===== src/hdl/clock_ctrl_pkg.sv =====
// Shared constants, codes and delay lookups for the clock and start-up controller
package clock_ctrl_pkg;

    // Register byte offsets on the APB
    localparam logic [11:0] STATUS_OFFSET   = 12'h000;
    localparam logic [11:0] CONTROL_OFFSET  = 12'h004;
    localparam logic [11:0] TRIM_OFFSET     = 12'h008;
    localparam logic [11:0] PRESCALE_OFFSET = 12'h00c;

    // Field positions
    localparam int CONTROL_SLEEP_BIT = 0;
    localparam int CONTROL_MODE_LSB  = 1;
    localparam int PRESCALE_PCE_BIT  = 7;

    // Source-select codes, fuse bit programmed reads as zero
    localparam logic [3:0] SRC_EXTERNAL = 4'h0;
    localparam logic [3:0] SRC_RC_4MHZ  = 4'h2;
    localparam logic [3:0] SRC_RC_8MHZ  = 4'h4;
    localparam logic [3:0] SRC_WDT_OSC  = 4'h6;
    localparam logic [3:0] SRC_CRYSTAL  = 4'h8;

    // Values as delivered
    localparam logic [3:0] DEFAULT_SOURCE_SELECT  = 4'h4;
    localparam logic [1:0] DEFAULT_STARTUP_SELECT = 2'h2;
    localparam logic       FUSE_PROGRAMMED        = 1'b0;

    // Prescaler
    localparam logic [3:0] PRESCALE_DIV1     = 4'h0;
    localparam logic [3:0] PRESCALE_DIV8     = 4'h3;
    localparam logic [3:0] PRESCALE_MAX      = 4'h8;
    localparam logic [2:0] PCE_WINDOW_CYCLES = 3'h4;

    // Start-up counts in source clock cycles
    localparam logic [14:0] RESET_SOURCE_CYCLES = 15'h000e;
    localparam logic [14:0] WAIT_6_CK           = 15'h0006;
    localparam logic [14:0] WAIT_258_CK         = 15'h0102;
    localparam logic [14:0] WAIT_1K_CK          = 15'h0400;

    typedef enum logic [1:0] {
        DELAY_NONE  = 2'b00,
        DELAY_SHORT = 2'b01,
        DELAY_LONG  = 2'b10
    } delay_class_t;

    typedef enum logic [1:0] {
        WAIT_SIX     = 2'b00,
        WAIT_258     = 2'b01,
        WAIT_1K      = 2'b10,
        WAIT_16K     = 2'b11
    } wait_class_t;

    typedef enum logic [1:0] {
        SLEEP_IDLE       = 2'b00,
        SLEEP_POWER_DOWN = 2'b01,
        SLEEP_STANDBY    = 2'b10
    } sleep_mode_t;

    // Extra reset delay in watchdog oscillator cycles
    function automatic delay_class_t reset_delay_class(input logic [3:0] src,
                                                       input logic [1:0] sut,
                                                       input logic       rst_dis);
        delay_class_t c;
        c = DELAY_LONG;
        if (src[3]) begin
            unique case ({src[0], sut})
                3'b000: c = DELAY_SHORT;
                3'b001: c = DELAY_LONG;
                3'b010: c = DELAY_NONE;
                3'b011: c = DELAY_SHORT;
                3'b100: c = DELAY_LONG;
                3'b101: c = DELAY_NONE;
                3'b110: c = DELAY_SHORT;
                3'b111: c = DELAY_LONG;
            endcase
        end else begin
            unique case (sut)
                2'b00: c = rst_dis ? DELAY_SHORT : DELAY_NONE;
                2'b01: c = DELAY_SHORT;
                2'b10: c = DELAY_LONG;
                2'b11: c = DELAY_LONG;
            endcase
        end
        return c;
    endfunction : reset_delay_class

    // Wake-up wait from power-down in source clock cycles
    function automatic wait_class_t wake_wait_class(input logic [3:0] src,
                                                    input logic [1:0] sut);
        wait_class_t w;
        w = WAIT_SIX;
        if (src[3]) begin
            if (!src[0]) begin
                w = sut[1] ? WAIT_1K : WAIT_258;
            end else begin
                w = (sut == 2'b00) ? WAIT_1K : WAIT_16K;
            end
        end
        return w;
    endfunction : wake_wait_class

endpackage : clock_ctrl_pkg


===== src/hdl/tick_counter.sv =====
// Down-counter advanced by a one-cycle tick, used for all start-up waits
`timescale 1ns/1ps
`default_nettype none

module tick_counter (
    input  wire logic        pclk,
    input  wire logic        presetn,
    input  wire logic        load,
    input  wire logic [14:0] load_value,
    input  wire logic        tick,
    output var  logic        done
);

    logic [14:0] remaining;
    wire         at_last = (remaining == 15'h0001);

    always_ff @(posedge pclk or negedge presetn) begin
        if (!presetn) begin
            remaining <= 15'h0000;
            done      <= 1'b0;
        end else if (load) begin
            remaining <= load_value;
            done      <= (load_value == 15'h0000);
        end else if (tick && remaining != 15'h0000) begin
            remaining <= remaining - 15'h0001;
            done      <= at_last;
        end
    end

endmodule : tick_counter

`default_nettype wire


===== src/hdl/clock_source_startup_control.sv =====
// Clock source selection, start-up sequencing, prescaler and domain gating
// Function
// - Source chosen from 4-bit select: external, RC 4 or 8 MHz, watchdog, crystal
// - Fuse bits read one unprogrammed, zero programmed
// - Power-down wake waits configured source clock cycles before execution
// - Reset adds none, 512 or 8192 watchdog oscillator cycles
// - Delivered: select 0100, start-up 10, divide-by-eight programmed
// - Crystal range taken from upper three select bits
// - Crystal low bit 0: waits 258/258/1K/1K, delays short/long/none/short
// - Crystal low bit 1: 1K long, then 16K none/short/long
// - Divide-by-eight fuse programmed divides clock by 8 from start-up
// - Calibration byte copied into trim register on every reset
// - Reset time-out timed by watchdog oscillator even on RC clock
// - RC source: 6 CK wait, delays none/short/long, code 11 reserved
// - RC code 00 with reset-pin-disable programmed gets short delay
// - Core and flash domains gated together, I/O domain separately, by sleep mode
// - External and serial start wake sources work with I/O clock halted
// - Flash clock runs together with core clock
//
// Register access over APB and the register addresses are this design's own decisions.
`timescale 1ns/1ps
`default_nettype none

module clock_source_startup_control #(
    parameter logic [14:0] SHORT_DELAY_CYCLES = 15'h0200,
    parameter logic [14:0] LONG_DELAY_CYCLES  = 15'h2000,
    parameter logic [14:0] WAIT_16K_CYCLES    = 15'h4000
) (
    input  wire logic        pclk,
    input  wire logic        presetn,

    input  wire logic        psel,
    input  wire logic        penable,
    input  wire logic        pwrite,
    input  wire logic [11:0] paddr,
    input  wire logic [31:0] pwdata,
    output var  logic [31:0] prdata,
    output var  logic        pready,
    output var  logic        pslverr,

    input  wire logic [3:0]  clock_source_select,
    input  wire logic [1:0]  startup_time_select,
    input  wire logic        divide_by_eight_fuse,
    input  wire logic        reset_pin_disable_fuse,

    input  wire logic [7:0]  calibration_byte,

    input  wire logic        source_clock_tick,
    input  wire logic        watchdog_osc_tick,

    input  wire logic        ext_int_wake,
    input  wire logic        serial_start_wake,
    input  wire logic        io_int_wake,

    output var  logic        core_clock_enable,
    output var  logic        io_clock_enable,
    output var  logic        flash_clock_enable,
    output var  logic        system_clock_tick,
    output var  logic        execution_enable,

    output var  logic [1:0]  source_kind,
    output var  logic [2:0]  crystal_range,
    output var  logic        crystal_enable,
    output var  logic        rc_enable,
    output var  logic        rc_high_frequency,
    output var  logic [7:0]  oscillator_trim_value
);

    typedef enum logic [2:0] {
        ST_CAPTURE     = 3'b000,
        ST_RESET_CK    = 3'b001,
        ST_RESET_WDT   = 3'b010,
        ST_RUN         = 3'b011,
        ST_SLEEP       = 3'b100,
        ST_WAKE        = 3'b101
    } state_t;

    state_t      state;
    state_t      next_state;

    // Latched fuse image
    logic [3:0]  source_select;
    logic [1:0]  startup_select;
    logic        div8_programmed;
    logic        rstdis_programmed;

    // Software state
    logic [1:0]  sleep_mode;
    logic [3:0]  prescale_division_select;
    logic        prescale_change_enable;
    logic [2:0]  pce_timer;
    logic [8:0]  prescale_count;

    // Bus decode
    wire         setup_phase  = psel && !penable;
    wire         access       = psel && penable && pready;
    wire         write_access = access && pwrite;

    wire         hit_status   = (paddr == clock_ctrl_pkg::STATUS_OFFSET);
    wire         hit_control  = (paddr == clock_ctrl_pkg::CONTROL_OFFSET);
    wire         hit_trim     = (paddr == clock_ctrl_pkg::TRIM_OFFSET);
    wire         hit_prescale = (paddr == clock_ctrl_pkg::PRESCALE_OFFSET);

    wire         hit_any      = hit_status || hit_control || hit_trim || hit_prescale;

    // Write strobes
    wire         wr_control   = write_access && hit_control;
    wire         wr_trim      = write_access && hit_trim;
    wire         wr_prescale  = write_access && hit_prescale;
    wire         sleep_request = wr_control && pwdata[clock_ctrl_pkg::CONTROL_SLEEP_BIT];

    // Prescaler write procedure
    wire         pce_only     = pwdata[clock_ctrl_pkg::PRESCALE_PCE_BIT] &&
                                (pwdata[6:0] == 7'h00);
    wire         pce_arm      = wr_prescale && pce_only && !prescale_change_enable;

    wire         div_accept   = wr_prescale && prescale_change_enable &&
                                !pwdata[clock_ctrl_pkg::PRESCALE_PCE_BIT] &&
                                (pwdata[3:0] <= clock_ctrl_pkg::PRESCALE_MAX);
    wire         pce_expire   = prescale_change_enable && (pce_timer == 3'h1);

    // Start-up lookups on the latched image
    clock_ctrl_pkg::delay_class_t reset_class;
    clock_ctrl_pkg::wait_class_t  wake_class;

    assign reset_class = clock_ctrl_pkg::reset_delay_class(source_select, startup_select,
                                                           rstdis_programmed);
    assign wake_class  = clock_ctrl_pkg::wake_wait_class(source_select, startup_select);

    wire [14:0]  reset_wdt_cycles = (reset_class == clock_ctrl_pkg::DELAY_LONG)  ?
                                    LONG_DELAY_CYCLES :
                                    (reset_class == clock_ctrl_pkg::DELAY_SHORT) ?
                                    SHORT_DELAY_CYCLES : 15'h0000;

    wire [14:0]  wake_cycles      = (wake_class == clock_ctrl_pkg::WAIT_16K) ? WAIT_16K_CYCLES :
                                    (wake_class == clock_ctrl_pkg::WAIT_1K)  ?
                                    clock_ctrl_pkg::WAIT_1K_CK :
                                    (wake_class == clock_ctrl_pkg::WAIT_258) ?
                                    clock_ctrl_pkg::WAIT_258_CK : clock_ctrl_pkg::WAIT_6_CK;

    // Shared wait counter: loads on entry to each waiting state
    wire         counter_done;

    wire         enter_reset_ck  = (state == ST_CAPTURE);
    wire         enter_reset_wdt = (state == ST_RESET_CK) && counter_done;
    wire         wake_event      = ext_int_wake || serial_start_wake ||
                                   (io_int_wake && sleep_mode == clock_ctrl_pkg::SLEEP_IDLE);
    // Only power-down needs the source to settle
    wire         enter_wake      = (state == ST_SLEEP) && wake_event &&
                                   (sleep_mode == clock_ctrl_pkg::SLEEP_POWER_DOWN);

    wire         counter_load    = enter_reset_ck || enter_reset_wdt || enter_wake;
    wire [14:0]  counter_value   = enter_reset_ck  ? clock_ctrl_pkg::RESET_SOURCE_CYCLES :
                                   enter_reset_wdt ? reset_wdt_cycles : wake_cycles;
    // Watchdog oscillator times the real-time part whatever the system source
    wire         counter_tick    = (state == ST_RESET_WDT) ? watchdog_osc_tick :
                                   source_clock_tick;

    tick_counter wait_counter (
        .pclk       (pclk),
        .presetn    (presetn),
        .load       (counter_load),
        .load_value (counter_value),
        .tick       (counter_tick),
        .done       (counter_done)
    );

    // Capture, 14 source cycles, watchdog wait, run
    always_comb begin
        next_state = state;
        unique case (state)
            ST_CAPTURE:   next_state = ST_RESET_CK;
            ST_RESET_CK:  next_state = counter_done ? ST_RESET_WDT : ST_RESET_CK;
            ST_RESET_WDT: next_state = (counter_done && !counter_load) ? ST_RUN : ST_RESET_WDT;
            ST_RUN:       next_state = sleep_request ? ST_SLEEP : ST_RUN;
            ST_SLEEP: begin
                if (enter_wake) begin
                    next_state = ST_WAKE;
                end else if (wake_event) begin
                    next_state = ST_RUN;
                end
            end
            ST_WAKE:      next_state = (counter_done && !counter_load) ? ST_RUN : ST_WAKE;
            default:      next_state = ST_CAPTURE;
        endcase
    end

    always_ff @(posedge pclk or negedge presetn) begin
        if (!presetn) begin
            state <= ST_CAPTURE;
        end else begin
            state <= next_state;
        end
    end

    // Fuse image is taken once after reset release, never again
    always_ff @(posedge pclk or negedge presetn) begin
        if (!presetn) begin
            source_select     <= clock_ctrl_pkg::DEFAULT_SOURCE_SELECT;
            startup_select    <= clock_ctrl_pkg::DEFAULT_STARTUP_SELECT;
            div8_programmed   <= 1'b1;
            rstdis_programmed <= 1'b0;
        end else if (state == ST_CAPTURE) begin
            source_select     <= clock_source_select;
            startup_select    <= startup_time_select;
            div8_programmed   <= (divide_by_eight_fuse == clock_ctrl_pkg::FUSE_PROGRAMMED);
            rstdis_programmed <= (reset_pin_disable_fuse == clock_ctrl_pkg::FUSE_PROGRAMMED);
        end
    end

    // Source decode; odd reserved codes follow their even neighbour
    always_ff @(posedge pclk or negedge presetn) begin
        if (!presetn) begin
            source_kind       <= 2'h2;
            crystal_range     <= 3'h0;
            crystal_enable    <= 1'b0;
            rc_enable         <= 1'b1;
            rc_high_frequency <= 1'b1;
        end else begin
            source_kind       <= source_select[3] ? 2'h3 : source_select[2:1];
            crystal_range     <= source_select[3] ? source_select[3:1] : 3'h0;
            crystal_enable    <= source_select[3];
            rc_enable         <= (source_select[3:1] == clock_ctrl_pkg::SRC_RC_4MHZ[3:1]) ||
                                 (source_select[3:1] == clock_ctrl_pkg::SRC_RC_8MHZ[3:1]);
            rc_high_frequency <= (source_select[3:1] == clock_ctrl_pkg::SRC_RC_8MHZ[3:1]);
        end
    end

    // Trim register: calibration copied in every time reset is released
    always_ff @(posedge pclk or negedge presetn) begin
        if (!presetn) begin
            oscillator_trim_value <= 8'h00;
        end else if (state == ST_CAPTURE) begin
            oscillator_trim_value <= calibration_byte;
        end else if (wr_trim) begin
            oscillator_trim_value <= pwdata[7:0];
        end
    end

    // Mode is kept; the sleep bit is a strobe
    always_ff @(posedge pclk or negedge presetn) begin
        if (!presetn) begin
            sleep_mode <= clock_ctrl_pkg::SLEEP_IDLE;
        end else if (wr_control) begin
            sleep_mode <= pwdata[clock_ctrl_pkg::CONTROL_MODE_LSB +: 2];
        end
    end

    // Prescaler change enable; rewriting it inside the window does not extend it
    always_ff @(posedge pclk or negedge presetn) begin
        if (!presetn) begin
            prescale_change_enable <= 1'b0;
            pce_timer              <= 3'h0;
        end else if (pce_arm) begin
            prescale_change_enable <= 1'b1;
            pce_timer              <= clock_ctrl_pkg::PCE_WINDOW_CYCLES;
        end else if (div_accept || pce_expire) begin
            prescale_change_enable <= 1'b0;
            pce_timer              <= 3'h0;
        end else if (prescale_change_enable) begin
            pce_timer              <= pce_timer - 3'h1;
        end
    end

    // Fuse sets the division at each reset
    wire [3:0]   div8_next_value = (divide_by_eight_fuse == clock_ctrl_pkg::FUSE_PROGRAMMED) ?
                                   clock_ctrl_pkg::PRESCALE_DIV8 : clock_ctrl_pkg::PRESCALE_DIV1;

    always_ff @(posedge pclk or negedge presetn) begin
        if (!presetn) begin
            prescale_division_select <= clock_ctrl_pkg::PRESCALE_DIV8;
        end else if (state == ST_CAPTURE) begin
            prescale_division_select <= div8_next_value;
        end else if (div_accept) begin
            prescale_division_select <= pwdata[3:0];
        end
    end

    // Divider on source ticks; a changed division restarts the count cleanly
    wire [8:0]   prescale_limit = 9'(9'h001 << prescale_division_select) - 9'h001;
    wire         prescale_wrap  = (prescale_count >= prescale_limit);

    always_ff @(posedge pclk or negedge presetn) begin
        if (!presetn) begin
            prescale_count <= 9'h000;
        end else if (div_accept) begin
            prescale_count <= 9'h000;
        end else if (source_clock_tick) begin
            prescale_count <= prescale_wrap ? 9'h000 : prescale_count + 9'h001;
        end
    end

    // Domain enables: idle stops core and flash, deeper modes stop all
    wire         running     = (state == ST_RUN);

    wire         io_running  = running ||
                               (state == ST_SLEEP && sleep_mode == clock_ctrl_pkg::SLEEP_IDLE);

    always_ff @(posedge pclk or negedge presetn) begin
        if (!presetn) begin
            core_clock_enable  <= 1'b0;
            flash_clock_enable <= 1'b0;
            io_clock_enable    <= 1'b0;
            execution_enable   <= 1'b0;
            system_clock_tick  <= 1'b0;
        end else begin
            core_clock_enable  <= running;
            flash_clock_enable <= running;
            io_clock_enable    <= io_running;
            execution_enable   <= running;
            system_clock_tick  <= source_clock_tick && prescale_wrap && io_running;
        end
    end

    // APB: no wait cycle; ready and read data come from flops loaded in the setup phase
    wire [31:0]  status_word   = {20'h00000, prescale_change_enable, state,
                                  rstdis_programmed, div8_programmed,
                                  startup_select, source_select};

    wire [31:0]  control_word  = {29'h00000000, sleep_mode, 1'b0};
    wire [31:0]  prescale_word = {24'h000000, prescale_change_enable, 3'h0,
                                  prescale_division_select};

    wire [31:0]  read_word     = hit_status   ? status_word :
                                 hit_control  ? control_word :
                                 hit_trim     ? {24'h000000, oscillator_trim_value} :
                                 hit_prescale ? prescale_word : 32'h00000000;

    always_ff @(posedge pclk or negedge presetn) begin
        if (!presetn) begin
            pready  <= 1'b0;
            pslverr <= 1'b0;
            prdata  <= 32'h00000000;
        end else begin
            pready  <= setup_phase;
            pslverr <= setup_phase && !hit_any;
            prdata  <= (setup_phase && !pwrite) ? read_word : 32'h00000000;
        end
    end

endmodule : clock_source_startup_control

`default_nettype wire


===== config.mk =====
export PLATFORM = sky130hd
export DESIGN_NAME = clock_source_startup_control
export DESIGN_NICKNAME = d
export VERILOG_FILES = /design/src/hdl/clock_ctrl_pkg.sv /design/src/hdl/tick_counter.sv /design/src/hdl/clock_source_startup_control.sv
export SDC_FILE = /design/constraint.sdc
export NUM_CORES = 1
export LEC_CHECK = 0
export ABC_AREA = 0
export BUFFER_PORTS_ARGS = -buffer_cell sky130_fd_sc_hd__buf_2
export CAP_MARGIN = 30
export CORE_ASPECT_RATIO = 0.8
export CORE_MARGIN = 2
export CORE_UTILIZATION = 53
export CTS_BUF_LIST = sky130_fd_sc_hd__clkbuf_16
export DETAILED_ROUTE_END_ITERATION = 8
export PLACE_DENSITY_LB_ADDON = 0.05
export SYNTH_ARGS = -nofsm -noshare
export SYNTH_HDL_FRONTEND = slang
export SYNTH_SLANG_ARGS = --single-unit

===== constraint.sdc =====
create_clock -name pclk -period 3.7 [get_ports pclk]
set_clock_uncertainty 0.2 [all_clocks]
set_input_delay 0.37 -clock pclk [delete_from_list [all_inputs] [get_ports pclk]]
set_output_delay 0.37 -clock pclk [all_outputs]
set_load 0.1 [all_outputs]

# Word-level counts from Yosys, hierarchy flattened
# Memories as Yosys holds them, arrays and structs flattened.
# Index checks and enable logic that the tools add are counted.
# op_classes
n_addsub	4
order_cmp	2
n_eq_ne	22
n_shift	1
n_mux	46
n_bitwise	2
n_reduce_logical	56
# op_table
operator	count
$mux 15	5
$mux 8	5
$mux 9	4
$logic_and 1x1->1	26
$eq 12x4->1 const B	2
$mux 12	2
$mux 3	8
$pmux 3 s6	1
$eq 15x1->1 const B	1
$logic_not 15->1	1
$reduce_bool 15->1	1
$sub 15x1->15 const B	1
$mux 14	1
$mux 2	7
$eq 12x3->1 const B	1
$logic_not 12->1	1
$mux 11	1
$eq 2x2->1 const B	5
$logic_or 1x1->1	10
$mux 10	1
$reduce_bool 2->1	5
$add 9x1->9 const B	1
$eq 3x1->1 const B	3
$eq 3x2->1 const B	3
18 further kinds	37
# totals
reg_bits	79
rom_bits	16
input_bits	70
output_inout_bits	55
wordCells	158
memories	1
# memory_table
name	words	word_bits	read_ports	rd_ports_with_merged_regs	wr	line_no	source
(name not given)	8	2	1	0	0	clock_ctrl_pkg.sv:65	unique case ({src[0], sut})

# Longest topological paths before layout
# Gate-level depths: netlist of run 1.
# depth
word_depth	12
depth_mapped	13
mapped_depth_nobuf	12

# Modules after synthesis
# A second synthesis of run 1 with hierarchy kept.
# unflattened
hier_cells	516
hier_area_um2	4665.7
# modules_own_cells
mod	n_inst	cells_each	area_per_inst_um2	seq_area_each_um2
clock_source_startup_control	1	391	3582.2	1561.5
tick_counter	1	125	1083.5	400.4

# Worst setup path before layout of run 1
# No wires, ideal clock.
# synth_timing
kind	register to register
startpoint	register prescale_division_select[0]
endpoint	register prescale_count[5]
setup_ns	0.104
t_arrival_ns	2.804
required_ns	3.396
setup_slack_ns	0.593
stages_incl_launch_ff	11
period_less_slack_ns	3.107
path_cell_list	dfstp_2 or2_2 or3_1 ha_1 xor2_1 ha_1 o21ai_0 a21oi_1 o31ai_1 nand2_1 a221oi_1
# synth_via
elab_chain_cells	6
# synth_lines
element	line_no	source
start, declared	clock_source_startup_control.sv:89	logic [3:0] prescale_division_select;
start signal, assigned	clock_source_startup_control.sv:271	prescale_division_select <= clock_ctrl_pkg::PRESCALE_DIV8;
start signal, assigned	clock_source_startup_control.sv:273	prescale_division_select <= div8_next_value;
start signal, assigned	clock_source_startup_control.sv:275	prescale_division_select <= pwdata[3:0];
$shl 1x4->9	clock_source_startup_control.sv:280	wire [8:0] prescale_limit = 9'(9'h001 << prescale_division_select) - 9'h001;
$sub 9x1->9	clock_source_startup_control.sv:280	
$ge 9x9->1	clock_source_startup_control.sv:281	wire prescale_wrap = (prescale_count >= prescale_limit);
$mux 9	clock_source_startup_control.sv:289	prescale_count <= prescale_wrap ? 9'h000 : prescale_count + 9'h001;
$mux 9	clock_source_startup_control.sv:288	end else if (source_clock_tick) begin
$mux 9	clock_source_startup_control.sv:286	end else if (div_accept) begin
end signal, assigned	clock_source_startup_control.sv:289	
end, declared	clock_source_startup_control.sv:92	logic [8:0] prescale_count;
# No other way between the ends. The select of a mux whose other input is x is not followed.
# A chain may end at the register's enable or synchronous reset.

# Worst setup path after layout of run 1
# layout_timing
startpoint	register prescale_division_select[0]
endpoint	register prescale_count[6]
# Same word-level chain as after synthesis.

==> impl_metrics.sql, run 1 <==
INSERT INTO impl_metrics (metric_group, metric, value, unit) VALUES
('layout', 'antennaDiodeCount', '0', ''),
('clock_tree', 'clock_sink_count', '78', ''),
('die', 'coreArea', '8450', 'sq um'),
('yosys', 'synth_edf_count', '0', ''),
('routing', 'via_count', '3814', ''),
('worst_setup_path', 'cp_cell_sequence', 'or2_2 -> or3_1 -> ha_1 -> xor2_1 -> ha_1 -> o21ai_0 -> a21oi_1 -> o31ai_2 -> nand2_1 -> a221oi_1', ''),
('yosys', 'synth.top_cell.area_share', '38.3', '%'),
('die', 'fp.dieH', '87.1', 'um'),
('sta', 'fin_crit', '3.23', 'ns'),
('global_route', 'grt_max_degree', '45', ''),
('worst_setup_path', 'kind_of_capture_point_of_the_worst_setup_path', 'flip-flop', ''),
('pwr', 'max-vdd-ir-drop', '0.305', 'mV'),
('global_route', 'grt-ovfl-total', '0', ''),
('pwr', 'internal_power', '1.64', 'mW'),
('yosys', 'post_synth_main_area_contributors', 'sky130_fd_sc_hd__dfrtp_1 38%, sky130_fd_sc_hd__ha_1 5.2%, sky130_fd_sc_hd__dfstp_2 4.6%, sky130_fd_sc_hd__mux2i_1 3.9%, sky130_fd_sc_hd__buf_4 3.8%', ''),
('clock_tree', 'cts_max_level', '3', ''),
('yosys', 'ys_dominant_reg_cell', 'sky130_fd_sc_hd__dfrtp_1', ''),
('yosys', 'syn-cell-area', '4580', 'sq um'),
('sta', 'hold_ws', '0.0151', 'ns'),
('worst_setup_path', 'timing.critical_path.slowest_cell_delay', '0.42', 'ns'),
('die', 'dieWidth', '108', 'um'),
('routing', 'drt_wl_total', '10800', 'um'),
('global_route', 'grtUsageTotal', '24.3', '%'),
('clock_tree', 'cts_tree', 'done', ''),
('clock_tree', 'post-cts-setup-buffer-count', '0', ''),
('pwr', 'leakage', '2.45', 'nW'),
('layout', 'drive_gt1_share', '23.3', '%'),
('worst_hold_path', 'hold_path_depth', '2', ''),
('yosys', 'synth-warning-count', '0', ''),
('worst_hold_path', 'hold_path_sink', 'div8_programmed', ''),
('global_route', 'grt_pass1_vias', '3440', ''),
('pwr', 'power_spent_charging_and_discharging_nets', '807', 'uW'),
('clock_tree', 'ctsLongestPathBuffers', '2', ''),
('sta', 'grt_setup_unrepaired', 'false', ''),
('routing', 'viasPerCell', '5.68', ''),
('sta', 'timing.final.crit_share', '87.3', '%'),
('pwr', 'sequentialPowerShare', '42.3', '%'),
('place', 'gp_congestion', '0.827', ''),
('worst_hold_path', 'worstHoldPathType', 'input port to flip-flop', ''),
('worst_hold_path', 'min_from', 'divide_by_eight_fuse', ''),
('worst_setup_path', 'cp_num_buf_inv', '0', ''),
('layout', 'nets', '643', ''),
('place', 'half_perimeter_wire_length_after_placement', '8020', 'um'),
('worst_setup_path', 'timing.rr.start', 'prescale_division_select[0]', ''),
('sta', 'count_of_endpoints_failing_hold_in_the_final_timing_report', '0', ''),
('die', 'num_io_pins', '125', ''),
('sta', 'final_max_slew_viol_count', '0', ''),
('layout', 'syn2layout_area_growth', '15.0', '%'),
('worst_setup_path', 'crit_path_frequent_cell', 'sky130_fd_sc_hd__ha_1', ''),
('yosys', 'yosysSeqAreaShare', '42.9', '%'),
('sta', 'worst_slew_pin_slew', '0.797', 'ns'),
('routing', 'drt_iter0_drc', '241', ''),
('global_route', 'grt_first_pass_wirelength', '17600', 'um'),
('clock_tree', 'cts.root.buffer_cell', 'sky130_fd_sc_hd__clkbuf_16', ''),
('worst_setup_path', 'timing.rr.end', 'prescale_count[6]', ''),
('routing', 'remaining_drc_errors', '0', ''),
('die', 'die_area', '9400', 'sq um'),
('worst_setup_path', 'worstSetupPathDepth', '10', ''),
('place', 'dpl-instance-area', '4970', 'sq um'),
('layout', 'final_area', '5270', 'sq um'),
('clock_tree', 'cts.clk_slew.worst_paths', '0.06', 'ns'),
('pwr', 'pwr-share-clk', '34.8', '%'),
('worst_setup_path', 'cp_max_fo', '7', ''),
('sta', 'fmaxAchievable', '310', 'MHz'),
('worst_setup_path', 'worst_r2r_path_depth', '10', ''),
('run', 'drv_cap', '0', ''),
('yosys', 'netlist.top_cell.by_area', 'sky130_fd_sc_hd__dfrtp_1', ''),
('status', 'run_status', 'completed', ''),
('worst_setup_path', 'critPathArrivalTime', '3.27', 'ns'),
('routing', 'final_antenna_net_count', '0', ''),
('place', 'port_buffers', '80', '');
worst max-delay path by stage:
stage,startpoint,to
after floorplan,prescale_division_select[0],prescale_count[5]
after global placement,prescale_division_select[0],prescale_count[5]
after detailed placement,prescale_division_select[0],prescale_count[6]
after CTS,prescale_division_select[0],prescale_count[6]
after global routing,prescale_division_select[0],prescale_count[6]
final,prescale_division_select[0],prescale_count[6]
placed cells by master (no fill, tap or decap), types with 3 or more instances in the layout:
cell type and instances:
sky130_fd_sc_hd__nand4_1 9, sky130_fd_sc_hd__dfrtp_1 70, sky130_fd_sc_hd__o22ai_1 10, sky130_fd_sc_hd__and3b_1 3
sky130_fd_sc_hd__a21o_1 4, sky130_fd_sc_hd__nand3_1 17, sky130_fd_sc_hd__a21oi_1 10, sky130_fd_sc_hd__clkbuf_16 9
sky130_fd_sc_hd__nand3b_1 4, sky130_fd_sc_hd__nor2_1 34, sky130_fd_sc_hd__buf_2 79, sky130_fd_sc_hd__clkinv_2 4
sky130_fd_sc_hd__nor3_1 12, sky130_fd_sc_hd__dfstp_2 8, sky130_fd_sc_hd__nor4b_1 3, sky130_fd_sc_hd__a31oi_1 9
sky130_fd_sc_hd__xor2_1 5, sky130_fd_sc_hd__nand4b_1 3, sky130_fd_sc_hd__buf_4 3, sky130_fd_sc_hd__mux2i_1 18
sky130_fd_sc_hd__mux2_2 5, sky130_fd_sc_hd__or4b_1 3, sky130_fd_sc_hd__nand2_1 46, sky130_fd_sc_hd__nor2b_1 3
sky130_fd_sc_hd__a41oi_1 3, sky130_fd_sc_hd__and4_1 5, sky130_fd_sc_hd__nor4_1 6, sky130_fd_sc_hd__nor3b_1 6
sky130_fd_sc_hd__and3_1 4, sky130_fd_sc_hd__inv_1 21, sky130_fd_sc_hd__nand2b_1 5, sky130_fd_sc_hd__or2_2 7
sky130_fd_sc_hd__conb_1 20, sky130_fd_sc_hd__o21ai_0 29, sky130_fd_sc_hd__xnor2_1 6, sky130_fd_sc_hd__or3_1 7
sky130_fd_sc_hd__and2_1 8, sky130_fd_sc_hd__ha_1 19
state kept, by name, summed over array words and instances (netlist names), 2 cells and up:
signal,flops
state,3
prescale_division_select,4
wait_counter.remaining,15
pce_timer,3
sleep_mode,2
source_select,4
prdata,12
startup_select,2
crystal_range,2
oscillator_trim_value,8
source_kind,2
prescale_count,9
repair_timing:
| item | CTS | global route |
|---|---|---|
| setup endpoints to repair | 0 | 2 |
| gates resized for setup | 0 | 1 |
| hold buffers | 1 | 0 |
| hold endpoints to repair | 30 | 0 |
power groups by stage:
stage          registers [mW]  clock network, mW  logic [mW]
6_report                 1.04              0.853       0.560
4_1_cts                  1.03              0.869       0.554
3_3_place_gp             1.04                  0       0.532
2_1_floorplan            1.04                  0       0.421
3_5_place_dp             1.05                  0       0.550
5_1_grt                  1.05              0.904       0.616
logic make-up after synthesis:
| family | share of synthesized area, % |
|---|---|
| AND/OR/NAND/NOR | 23.2 |
| AO/OA/AOI/OAI | 13.5 |
| flip-flops | 42.9 |
| buffers and inverters | 7.49 |
| multiplexers | 5.66 |
| adder cells (fa/ha/maj) | 5.19 |
| XOR/XNOR | 2.10 |
| other | 0.0819 |
per-stage QoR:
step / setup WS (ns) / total power [mW] / instances
final: 0.470 / 2.45 / 671
after global routing: 0.226 / 2.57 / 671
after CTS: 0.239 / 2.46 / 671
after detailed placement: 0.256 / 1.60 / 654
after global placement: 0.286 / 1.57 / 653
after floorplan: 0.593 / 1.46 / 505
routing by layer:
layer	vias to the layer above	global-route usage, %	share of wire (%)
li1	1850	-	-
met1	1815	36.7	49
met2	138	34.0	42
met3	11	7.11	7.3
met4	0	6.88	1.1
met5	-	0	0
cell type report:
class | instances | area [sq um] | area share [%]
Clock buffer | 9 | 225 | 4.28
Clock inverter | 7 | 57.6 | 1.09
Timing Repair Buffer | 84 | 455 | 8.65
Multi-Input combinational cell | 362 | 2350 | 44.7
Tap cell | 112 | 140 | 2.66
Inverter | 19 | 71.3 | 1.35
Sequential cell | 78 | 1960 | 37.3
(Power assumes the default switching activity.)
==> run 2, diff against run 1 <==
HOLD_SLACK_MARGIN = 0.12   (was default)
==> run 2 against run 1 <==
Effect of this change:
- setup slack worse by 0.017 ns
- total power up 0.87%
- worst hold slack better by 0.12 ns
- combinational power up 3%
- critical endpoint unchanged
==> impl_metrics.sql, run 2 (synthesis results as in run 1) <==
INSERT INTO impl_metrics (metric_group, metric, value, unit) VALUES
('status', 'run_status', 'completed', ''),
('routing', 'drt_iter0_drc', '221', ''),
('layout', 'layout.cells.most_common', 'sky130_fd_sc_hd__buf_2', ''),
('global_route', 'grt_pass1_vias', '3585', ''),
('sta', 'hold_ws', '0.137', 'ns'),
('sta', 'fmaxAchievable', '308', 'MHz'),
('die', 'num_io_pins', '125', ''),
('routing', 'via_count', '3918', ''),
('routing', 'remaining_drc_errors', '0', ''),
('clock_tree', 'clock_sink_count', '78', ''),
('die', 'fp.dieH', '87.1', 'um'),
('global_route', 'grt_first_pass_wirelength', '18200', 'um'),
('routing', 'viasPerCell', '5.65', ''),
('layout', 'largest_reg_flops', '15', ''),
('run', 'drv_cap', '0', ''),
('clock_tree', 'cts_max_level', '3', ''),
('die', 'die_area', '9400', 'sq um'),
('sta', 'setup_violations', '0', ''),
('global_route', 'grt-ovfl-total', '0', ''),
('place', 'placed_cells_incl_taps', '654', ''),
('layout', 'reg_top3', 'wait_counter.remaining (15), prdata (12), prescale_count (9)', ''),
('die', 'dieWidth', '108', 'um'),
('sta', 'slew_headroom', '47.1', '%'),
('pwr', 'power_after_layout', '2.47', 'mW'),
('routing', 'routedWlPerCell', '16.3', 'um'),
('pwr', 'pwr_density_cell', '450', 'nW/um^2'),
('worst_setup_path', 'worst-endpoint-required', '3.73', 'ns'),
('global_route', 'grt_max_degree', '45', ''),
('sta', 'count_of_endpoints_failing_hold_in_the_final_timing_report', '0', ''),
('place', 'post_placement_setup_slack', '0.256', 'ns'),
('global_route', 'grtUsageTotal', '25.2', '%'),
('place', 'half_perimeter_wire_length_after_placement', '8020', 'um'),
('clock_tree', 'ctsLongestPathBuffers', '2', ''),
('sta', 'grt_setup_unrepaired', 'false', ''),
('pwr', 'leakage', '2.54', 'nW'),
('routing', 'final_antenna_net_count', '0', ''),
('clock_tree', 'cts.root.buffer_cell', 'sky130_fd_sc_hd__clkbuf_16', ''),
('sta', 'worst_slew_pin_slew', '0.774', 'ns'),
('routing', 'drt_pre_antenna_iters', '5', ''),
('clock_tree', 'source_to_sink_clock_delay_at_the_later_pin_of_the_worst_skew_pair', '0.33', 'ns'),
('layout', 'drive_gt1_share', '22.4', '%'),
('sta', 'setup_slack', '0.452', 'ns'),
('sta', 'fin_crit', '3.25', 'ns'),
('clock_tree', 'cts.clk_slew.worst_paths', '0.06', 'ns'),
('sta', 'final_max_slew_viol_count', '0', ''),
('worst_setup_path', 'kind_of_capture_point_of_the_worst_setup_path', 'flip-flop', ''),
('worst_setup_path', 'timing.critical_path.from_type', 'flip-flop', ''),
('layout', 'layout.cells.non_filler', '693', ''),
('layout', 'antennaDiodeCount', '0', ''),
('clock_tree', 'cts_tree', 'done', ''),
('layout', 'largest_register_by_flop_count', 'wait_counter.remaining', ''),
('layout', 'highest_count_cells_in_the_layout_ignoring_fill_and_taps', '79 x sky130_fd_sc_hd__buf_2, 70 x sky130_fd_sc_hd__dfrtp_1, 46 x sky130_fd_sc_hd__nand2_1, 34 x sky130_fd_sc_hd__nor2_1, 29 x sky130_fd_sc_hd__o21ai_0', ''),
('pwr', 'power_spent_charging_and_discharging_nets', '813', 'uW'),
('layout', 'nets', '665', ''),
('die', 'fp-row-count', '30', ''),
('pwr', 'internal_power', '1.66', 'mW'),
('sta', 'fin_tns_setup', '0', 'ns'),
('place', 'port_buffers', '80', ''),
('pwr', 'share_comb_of_total_power', '23.5', '%'),
('clock_tree', 'post-cts-setup-buffer-count', '0', ''),
('die', 'initial_utilization', '54.2', '%'),
('worst_hold_path', 'worstHoldPathType', 'input port to flip-flop', ''),
('pwr', 'power.share.switching', '32.9', '%'),
('die', 'coreArea', '8450', 'sq um'),
('worst_setup_path', 'critPathArrivalTime', '3.28', 'ns'),
('layout', 'syn2layout_area_growth', '19.8', '%'),
('global_route', 'number_of_antenna_violations_at_the_first_check_in_global_routing', '0', ''),
('sta', 'timing.final.crit_share', '87.8', '%'),
('place', 'gp_congestion', '0.827', ''),
('worst_setup_path', 'worst-setup-path-type', 'flip-flop to flip-flop', ''),
('pwr', 'sequentialPowerShare', '41.9', '%'),
('pwr', 'pwr-share-clk', '34.6', '%'),
('clock_tree', 'numCtsBuffers', '9', ''),
('routing', 'drt_wl_total', '11300', 'um'),
('pwr', 'max-vdd-ir-drop', '0.310', 'mV'),
('worst_setup_path', 'cp_max_fo', '7', '');
## run 2: cell types whose count changed in the layout (fill, tap and decap cells not counted)
cell	previous run	this run
sky130_fd_sc_hd__dlygate4sd3_1	1	23
## run 2: path summary, 6_finish.rpt
check,startpoint,end,slack [ns],depth (start not counted)
worst max-delay path,prescale_division_select[0],prescale_count[6],0.45,12
worst min-delay path,pwdata[5],oscillator_trim_value[5],0.14,3
worst max register to register,prescale_division_select[0],prescale_count[6],0.45,12
worst min register to register,div8_programmed,div8_programmed,0.29,2
max in group asynchronous,presetn,source_select[2],2.34,3
min in group asynchronous,presetn,prescale_count[2],0.33,2
## run 2: metrics by stage
step                util (%)  area [sq um]
floorplan                  -          4650
global placement        58.5          4940
detailed placement      58.8          4970
CTS                     64.9          5480
global route            64.9          5490
finish                  64.9          5490
## run 2: what timing repair did
item                                   4_1_cts  5_1_grt
resized for setup                            0        1
hold buffers                                23        0
endpoints found under the hold margin       51        0
setup endpoints to repair                    0        2
## run 2: routing by layer
metal | track usage, % | routed length [um] | vias to the layer above
met3 | 6.96 | 814 | 11
met2 | 36.4 | 4900 | 140
met1 | 37.0 | 5450 | 1871
li1 | - | - | 1896
met5 | 0 | 0 | -
met4 | 7.34 | 103 | 0
## run 2: cell type report
type | count | area [sq um]
clock buffer | 9 | 225
clock inverter | 7 | 57.6
fill | 722 | 2960
inverter | 19 | 71.3
multi-input combinational | 362 | 2350
sequential | 78 | 1960
tap | 112 | 140
timing repair buffer | 106 | 676
## run 2: worst max-delay path: stages (launching register included)
cell                       delay, ns
sky130_fd_sc_hd__dfstp_2        0.40
sky130_fd_sc_hd__or2_2          0.32
sky130_fd_sc_hd__or3_1          0.35
sky130_fd_sc_hd__ha_1           0.26
sky130_fd_sc_hd__nor3_1         0.15
sky130_fd_sc_hd__a21o_1         0.11
sky130_fd_sc_hd__a32oi_1        0.11
sky130_fd_sc_hd__ha_1           0.20
sky130_fd_sc_hd__a21o_1         0.15
sky130_fd_sc_hd__a21oi_1        0.15
sky130_fd_sc_hd__o21a_1         0.28
sky130_fd_sc_hd__nand2_1        0.15
sky130_fd_sc_hd__a221oi_1       0.32
## run 2: power groups by stage
| stage | logic [mW] | registers [mW] | clock network [mW] |
|---|---|---|---|
| floorplan | 0.421 | 1.04 | 0 |
| global placement | 0.532 | 1.04 | 0 |
| detailed placement | 0.550 | 1.05 | 0 |
| CTS | 0.572 | 1.03 | 0.869 |
| global route | 0.635 | 1.05 | 0.904 |
| finish | 0.579 | 1.04 | 0.854 |
==> run 3, diff against run 2 <==
RECOVER_POWER = 50   (was default)
==> run 3 against run 2 <==
Effect of this change:
- the flow now finishes with violations (max-capacitance violations, max-slew violations)
- design area is 0.32% lower
- wire length is 0.51% lower
- clock-buffer cell count stayed put
- fmax is 0.18% lower
- combinational power hardly changed
- total power is 0.24% lower
- setup slack worse by 0.0059 ns
- die area stayed put
- highest routed layer unchanged
- register-to-register slack hardly changed
- largest power group unchanged
- final cell count stayed put
- critical path type unchanged
- core utilization is 0.21 points lower
==> impl_metrics.sql, run 3 (synthesis results as in run 1) <==
INSERT INTO impl_metrics (metric_group, metric, value, unit) VALUES
('global_route', 'grt_max_degree', '45', ''),
('layout', 'drive_gt1_share', '20.8', '%'),
('worst_setup_path', 'worst-endpoint-required', '3.74', 'ns'),
('layout', 'area.sequential', '1960', 'sq um'),
('routing', 'final_antenna_net_count', '0', ''),
('die', 'die_area', '9400', 'sq um'),
('sta', 'setup_violations', '0', ''),
('worst_setup_path', 'critPathArrivalTime', '3.29', 'ns'),
('layout', 'final_core_area_utilization', '64.7', '%'),
('clock_tree', 'source_to_sink_clock_delay_at_the_later_pin_of_the_worst_skew_pair', '0.34', 'ns'),
('clock_tree', 'cts.root.buffer_cell', 'sky130_fd_sc_hd__clkbuf_16', ''),
('run', 'drv_cap', '1', ''),
('place', 'gp_congestion', '0.827', ''),
('sta', 'grt_setup_unrepaired', 'false', ''),
('pwr', 'pwr_density_cell', '451', 'nW/um^2'),
('layout', 'largest_reg_flops', '15', ''),
('sta', 'slew_headroom', '-33.2', '%'),
('layout', 'nets', '665', ''),
('layout', 'layout.cells.non_filler', '693', ''),
('pwr', 'pwr-share-clk', '34.6', '%'),
('die', 'num_io_pins', '125', ''),
('clock_tree', 'clock_sink_count', '78', ''),
('status', 'violations', 'max-capacitance violations, max-slew violations', ''),
('sta', 'final_max_slew_viol_count', '35', ''),
('status', 'run_status', 'complete, but fails checks', ''),
('routing', 'drt_wl_total', '11200', 'um'),
('routing', 'drt_iter0_drc', '244', ''),
('worst_setup_path', 'crit_path_end', 'prescale_count[6]', ''),
('place', 'post_placement_setup_slack', '0.256', 'ns'),
('worst_setup_path', 'worst_r2r_path_depth', '10', ''),
('worst_setup_path', 'timing.rr.start', 'prescale_division_select[0]', ''),
('clock_tree', 'post-cts-setup-buffer-count', '0', ''),
('layout', 'antennaDiodeCount', '0', ''),
('pwr', 'max-vdd-ir-drop', '0.310', 'mV'),
('global_route', 'grtUsageTotal', '25.2', '%'),
('routing', 'routedWlPerCell', '16.2', 'um'),
('worst_setup_path', 'timing.critical_path.from_type', 'flip-flop', ''),
('worst_hold_path', 'worstHoldPathType', 'input port to flip-flop', ''),
('place', 'port_buffers', '80', ''),
('pwr', 'power_after_layout', '2.46', 'mW'),
('pwr', 'power_spent_charging_and_discharging_nets', '808', 'uW'),
('routing', 'via_count', '3920', ''),
('die', 'initial_utilization', '54.2', '%'),
('worst_setup_path', 'reg2reg_setup_slack', '0.45', 'ns'),
('routing', 'remaining_drc_errors', '0', ''),
('sta', 'setup_slack', '0.446', 'ns'),
('worst_setup_path', 'kind_of_capture_point_of_the_worst_setup_path', 'flip-flop', ''),
('place', 'half_perimeter_wire_length_after_placement', '8020', 'um'),
('layout', 'reg_top3', 'wait_counter.remaining (15), prdata (12), prescale_count (9)', ''),
('clock_tree', 'cts_tree', 'done', ''),
('layout', 'layout.cells.most_common', 'sky130_fd_sc_hd__buf_2', ''),
('sta', 'timing.final.crit_share', '87.9', '%'),
('worst_setup_path', 'cp_max_fo', '7', ''),
('worst_setup_path', 'worst-setup-path-type', 'flip-flop to flip-flop', ''),
('clock_tree', 'cts.clk_slew.worst_paths', '0.06', 'ns'),
('global_route', 'grt_first_pass_wirelength', '18200', 'um'),
('routing', 'viasPerCell', '5.66', ''),
('die', 'fp-row-count', '30', ''),
('pwr', 'sequentialPowerShare', '42.0', '%'),
('worst_setup_path', 'timing.rr.end', 'prescale_count[6]', ''),
('sta', 'fin_crit', '3.25', 'ns'),
('die', 'dieWidth', '108', 'um'),
('layout', 'syn2layout_area_growth', '19.5', '%'),
('routing', 'drt_pre_antenna_iters', '5', ''),
('die', 'fp.dieH', '87.1', 'um'),
('sta', 'fmaxAchievable', '307', 'MHz'),
('pwr', 'share_comb_of_total_power', '23.4', '%'),
('global_route', 'grt-ovfl-total', '0', ''),
('pwr', 'power.share.switching', '32.8', '%'),
('place', 'placed_cells_incl_taps', '654', ''),
('worst_setup_path', 'crit_start', 'prescale_division_select[0]', ''),
('layout', 'largest_register_by_flop_count', 'wait_counter.remaining', ''),
('die', 'coreArea', '8450', 'sq um'),
('global_route', 'grt_pass1_vias', '3585', ''),
('layout', 'filler_cell_count', '728', ''),
('sta', 'worst_slew_pin_slew', '2.00', 'ns'),
('pwr', 'internal_power', '1.66', 'mW'),
('clock_tree', 'numCtsBuffers', '9', ''),
('clock_tree', 'cts_max_level', '3', ''),
('sta', 'fin_tns_setup', '0', 'ns'),
('layout', 'multi_input_area', '2350', 'sq um'),
('layout', 'highest_count_cells_in_the_layout_ignoring_fill_and_taps', '72 x sky130_fd_sc_hd__buf_2, 70 x sky130_fd_sc_hd__dfrtp_1, 46 x sky130_fd_sc_hd__nand2_1, 34 x sky130_fd_sc_hd__nor2_1, 29 x sky130_fd_sc_hd__o21ai_0', ''),
('pwr', 'leakage', '2.51', 'nW'),
('global_route', 'number_of_antenna_violations_at_the_first_check_in_global_routing', '0', ''),
('sta', 'count_of_endpoints_failing_hold_in_the_final_timing_report', '0', ''),
('clock_tree', 'ctsLongestPathBuffers', '2', '');
[run 3: what timing repair did]
action	in CTS	in global routing
setup endpoints to repair	0	2
resized for setup	0	1
hold endpoints to repair	51	0
hold buffers	23	0
[run 3: worst min path at each step]
stage | startpoint | endpoint | slack [ns] | cells past startpoint
floorplan | presetn | crystal_enable | -0.13 | 0
global placement | div8_programmed | div8_programmed | 0.27 | 2
detailed placement | presetn | prescale_count[2] | 0.16 | 1
CTS | pwdata[5] | oscillator_trim_value[5] | 0.13 | 3
global route | pwdata[7] | oscillator_trim_value[7] | 0.17 | 3
finish | pwdata[5] | oscillator_trim_value[5] | 0.14 | 3
[run 3: power by group through the flow]
stage	Sequential, mW	Combinational [mW]	Clock (mW)
6_report	1.04	0.577	0.851
5_1_grt	1.05	0.635	0.904
4_1_cts	1.03	0.572	0.869
3_5_place_dp	1.05	0.550	0
3_3_place_gp	1.04	0.532	0
2_1_floorplan	1.04	0.421	0
[run 3: worst max-delay path: stages, from the launching register on]
cell and delay, ns:
sky130_fd_sc_hd__dfstp_2 0.40, sky130_fd_sc_hd__or2_2 0.32, sky130_fd_sc_hd__or3_1 0.35, sky130_fd_sc_hd__ha_1 0.26
sky130_fd_sc_hd__xor2_1 0.18, sky130_fd_sc_hd__ha_1 0.29, sky130_fd_sc_hd__o21ai_0 0.14, sky130_fd_sc_hd__a21oi_1 0.07
sky130_fd_sc_hd__o31ai_2 0.43, sky130_fd_sc_hd__nand2_1 0.20, sky130_fd_sc_hd__a221oi_1 0.32
[run 3: layout make-up]
type                    count  share of cell area (%)
multi-input cells         362                    43.0
flip-flops and latches     78                    35.9
repair buffers            106                    12.1
clock buffers               9                    4.12
well taps                 112                    2.56
inverters                  19                    1.30
clock inverters             7                    1.05
[run 3: per-layer routing]
| metal | vias up | GRT usage, % | part of all wire [%] |
|---|---|---|---|
| met5 | - | 0 | 0 |
| met2 | 140 | 36.4 | 43 |
| li1 | 1894 | - | - |
| met3 | 11 | 6.96 | 7.0 |
| met4 | 0 | 7.34 | 0.92 |
| met1 | 1875 | 37.0 | 49 |
[run 3: through the flow]
step           hold WS [ns]  area [sq um]
2_1_floorplan        -0.126          4650
3_3_place_gp          0.270          4940
3_5_place_dp          0.162          4970
4_1_cts               0.130          5480
5_1_grt               0.168          5470
6_report              0.137          5470
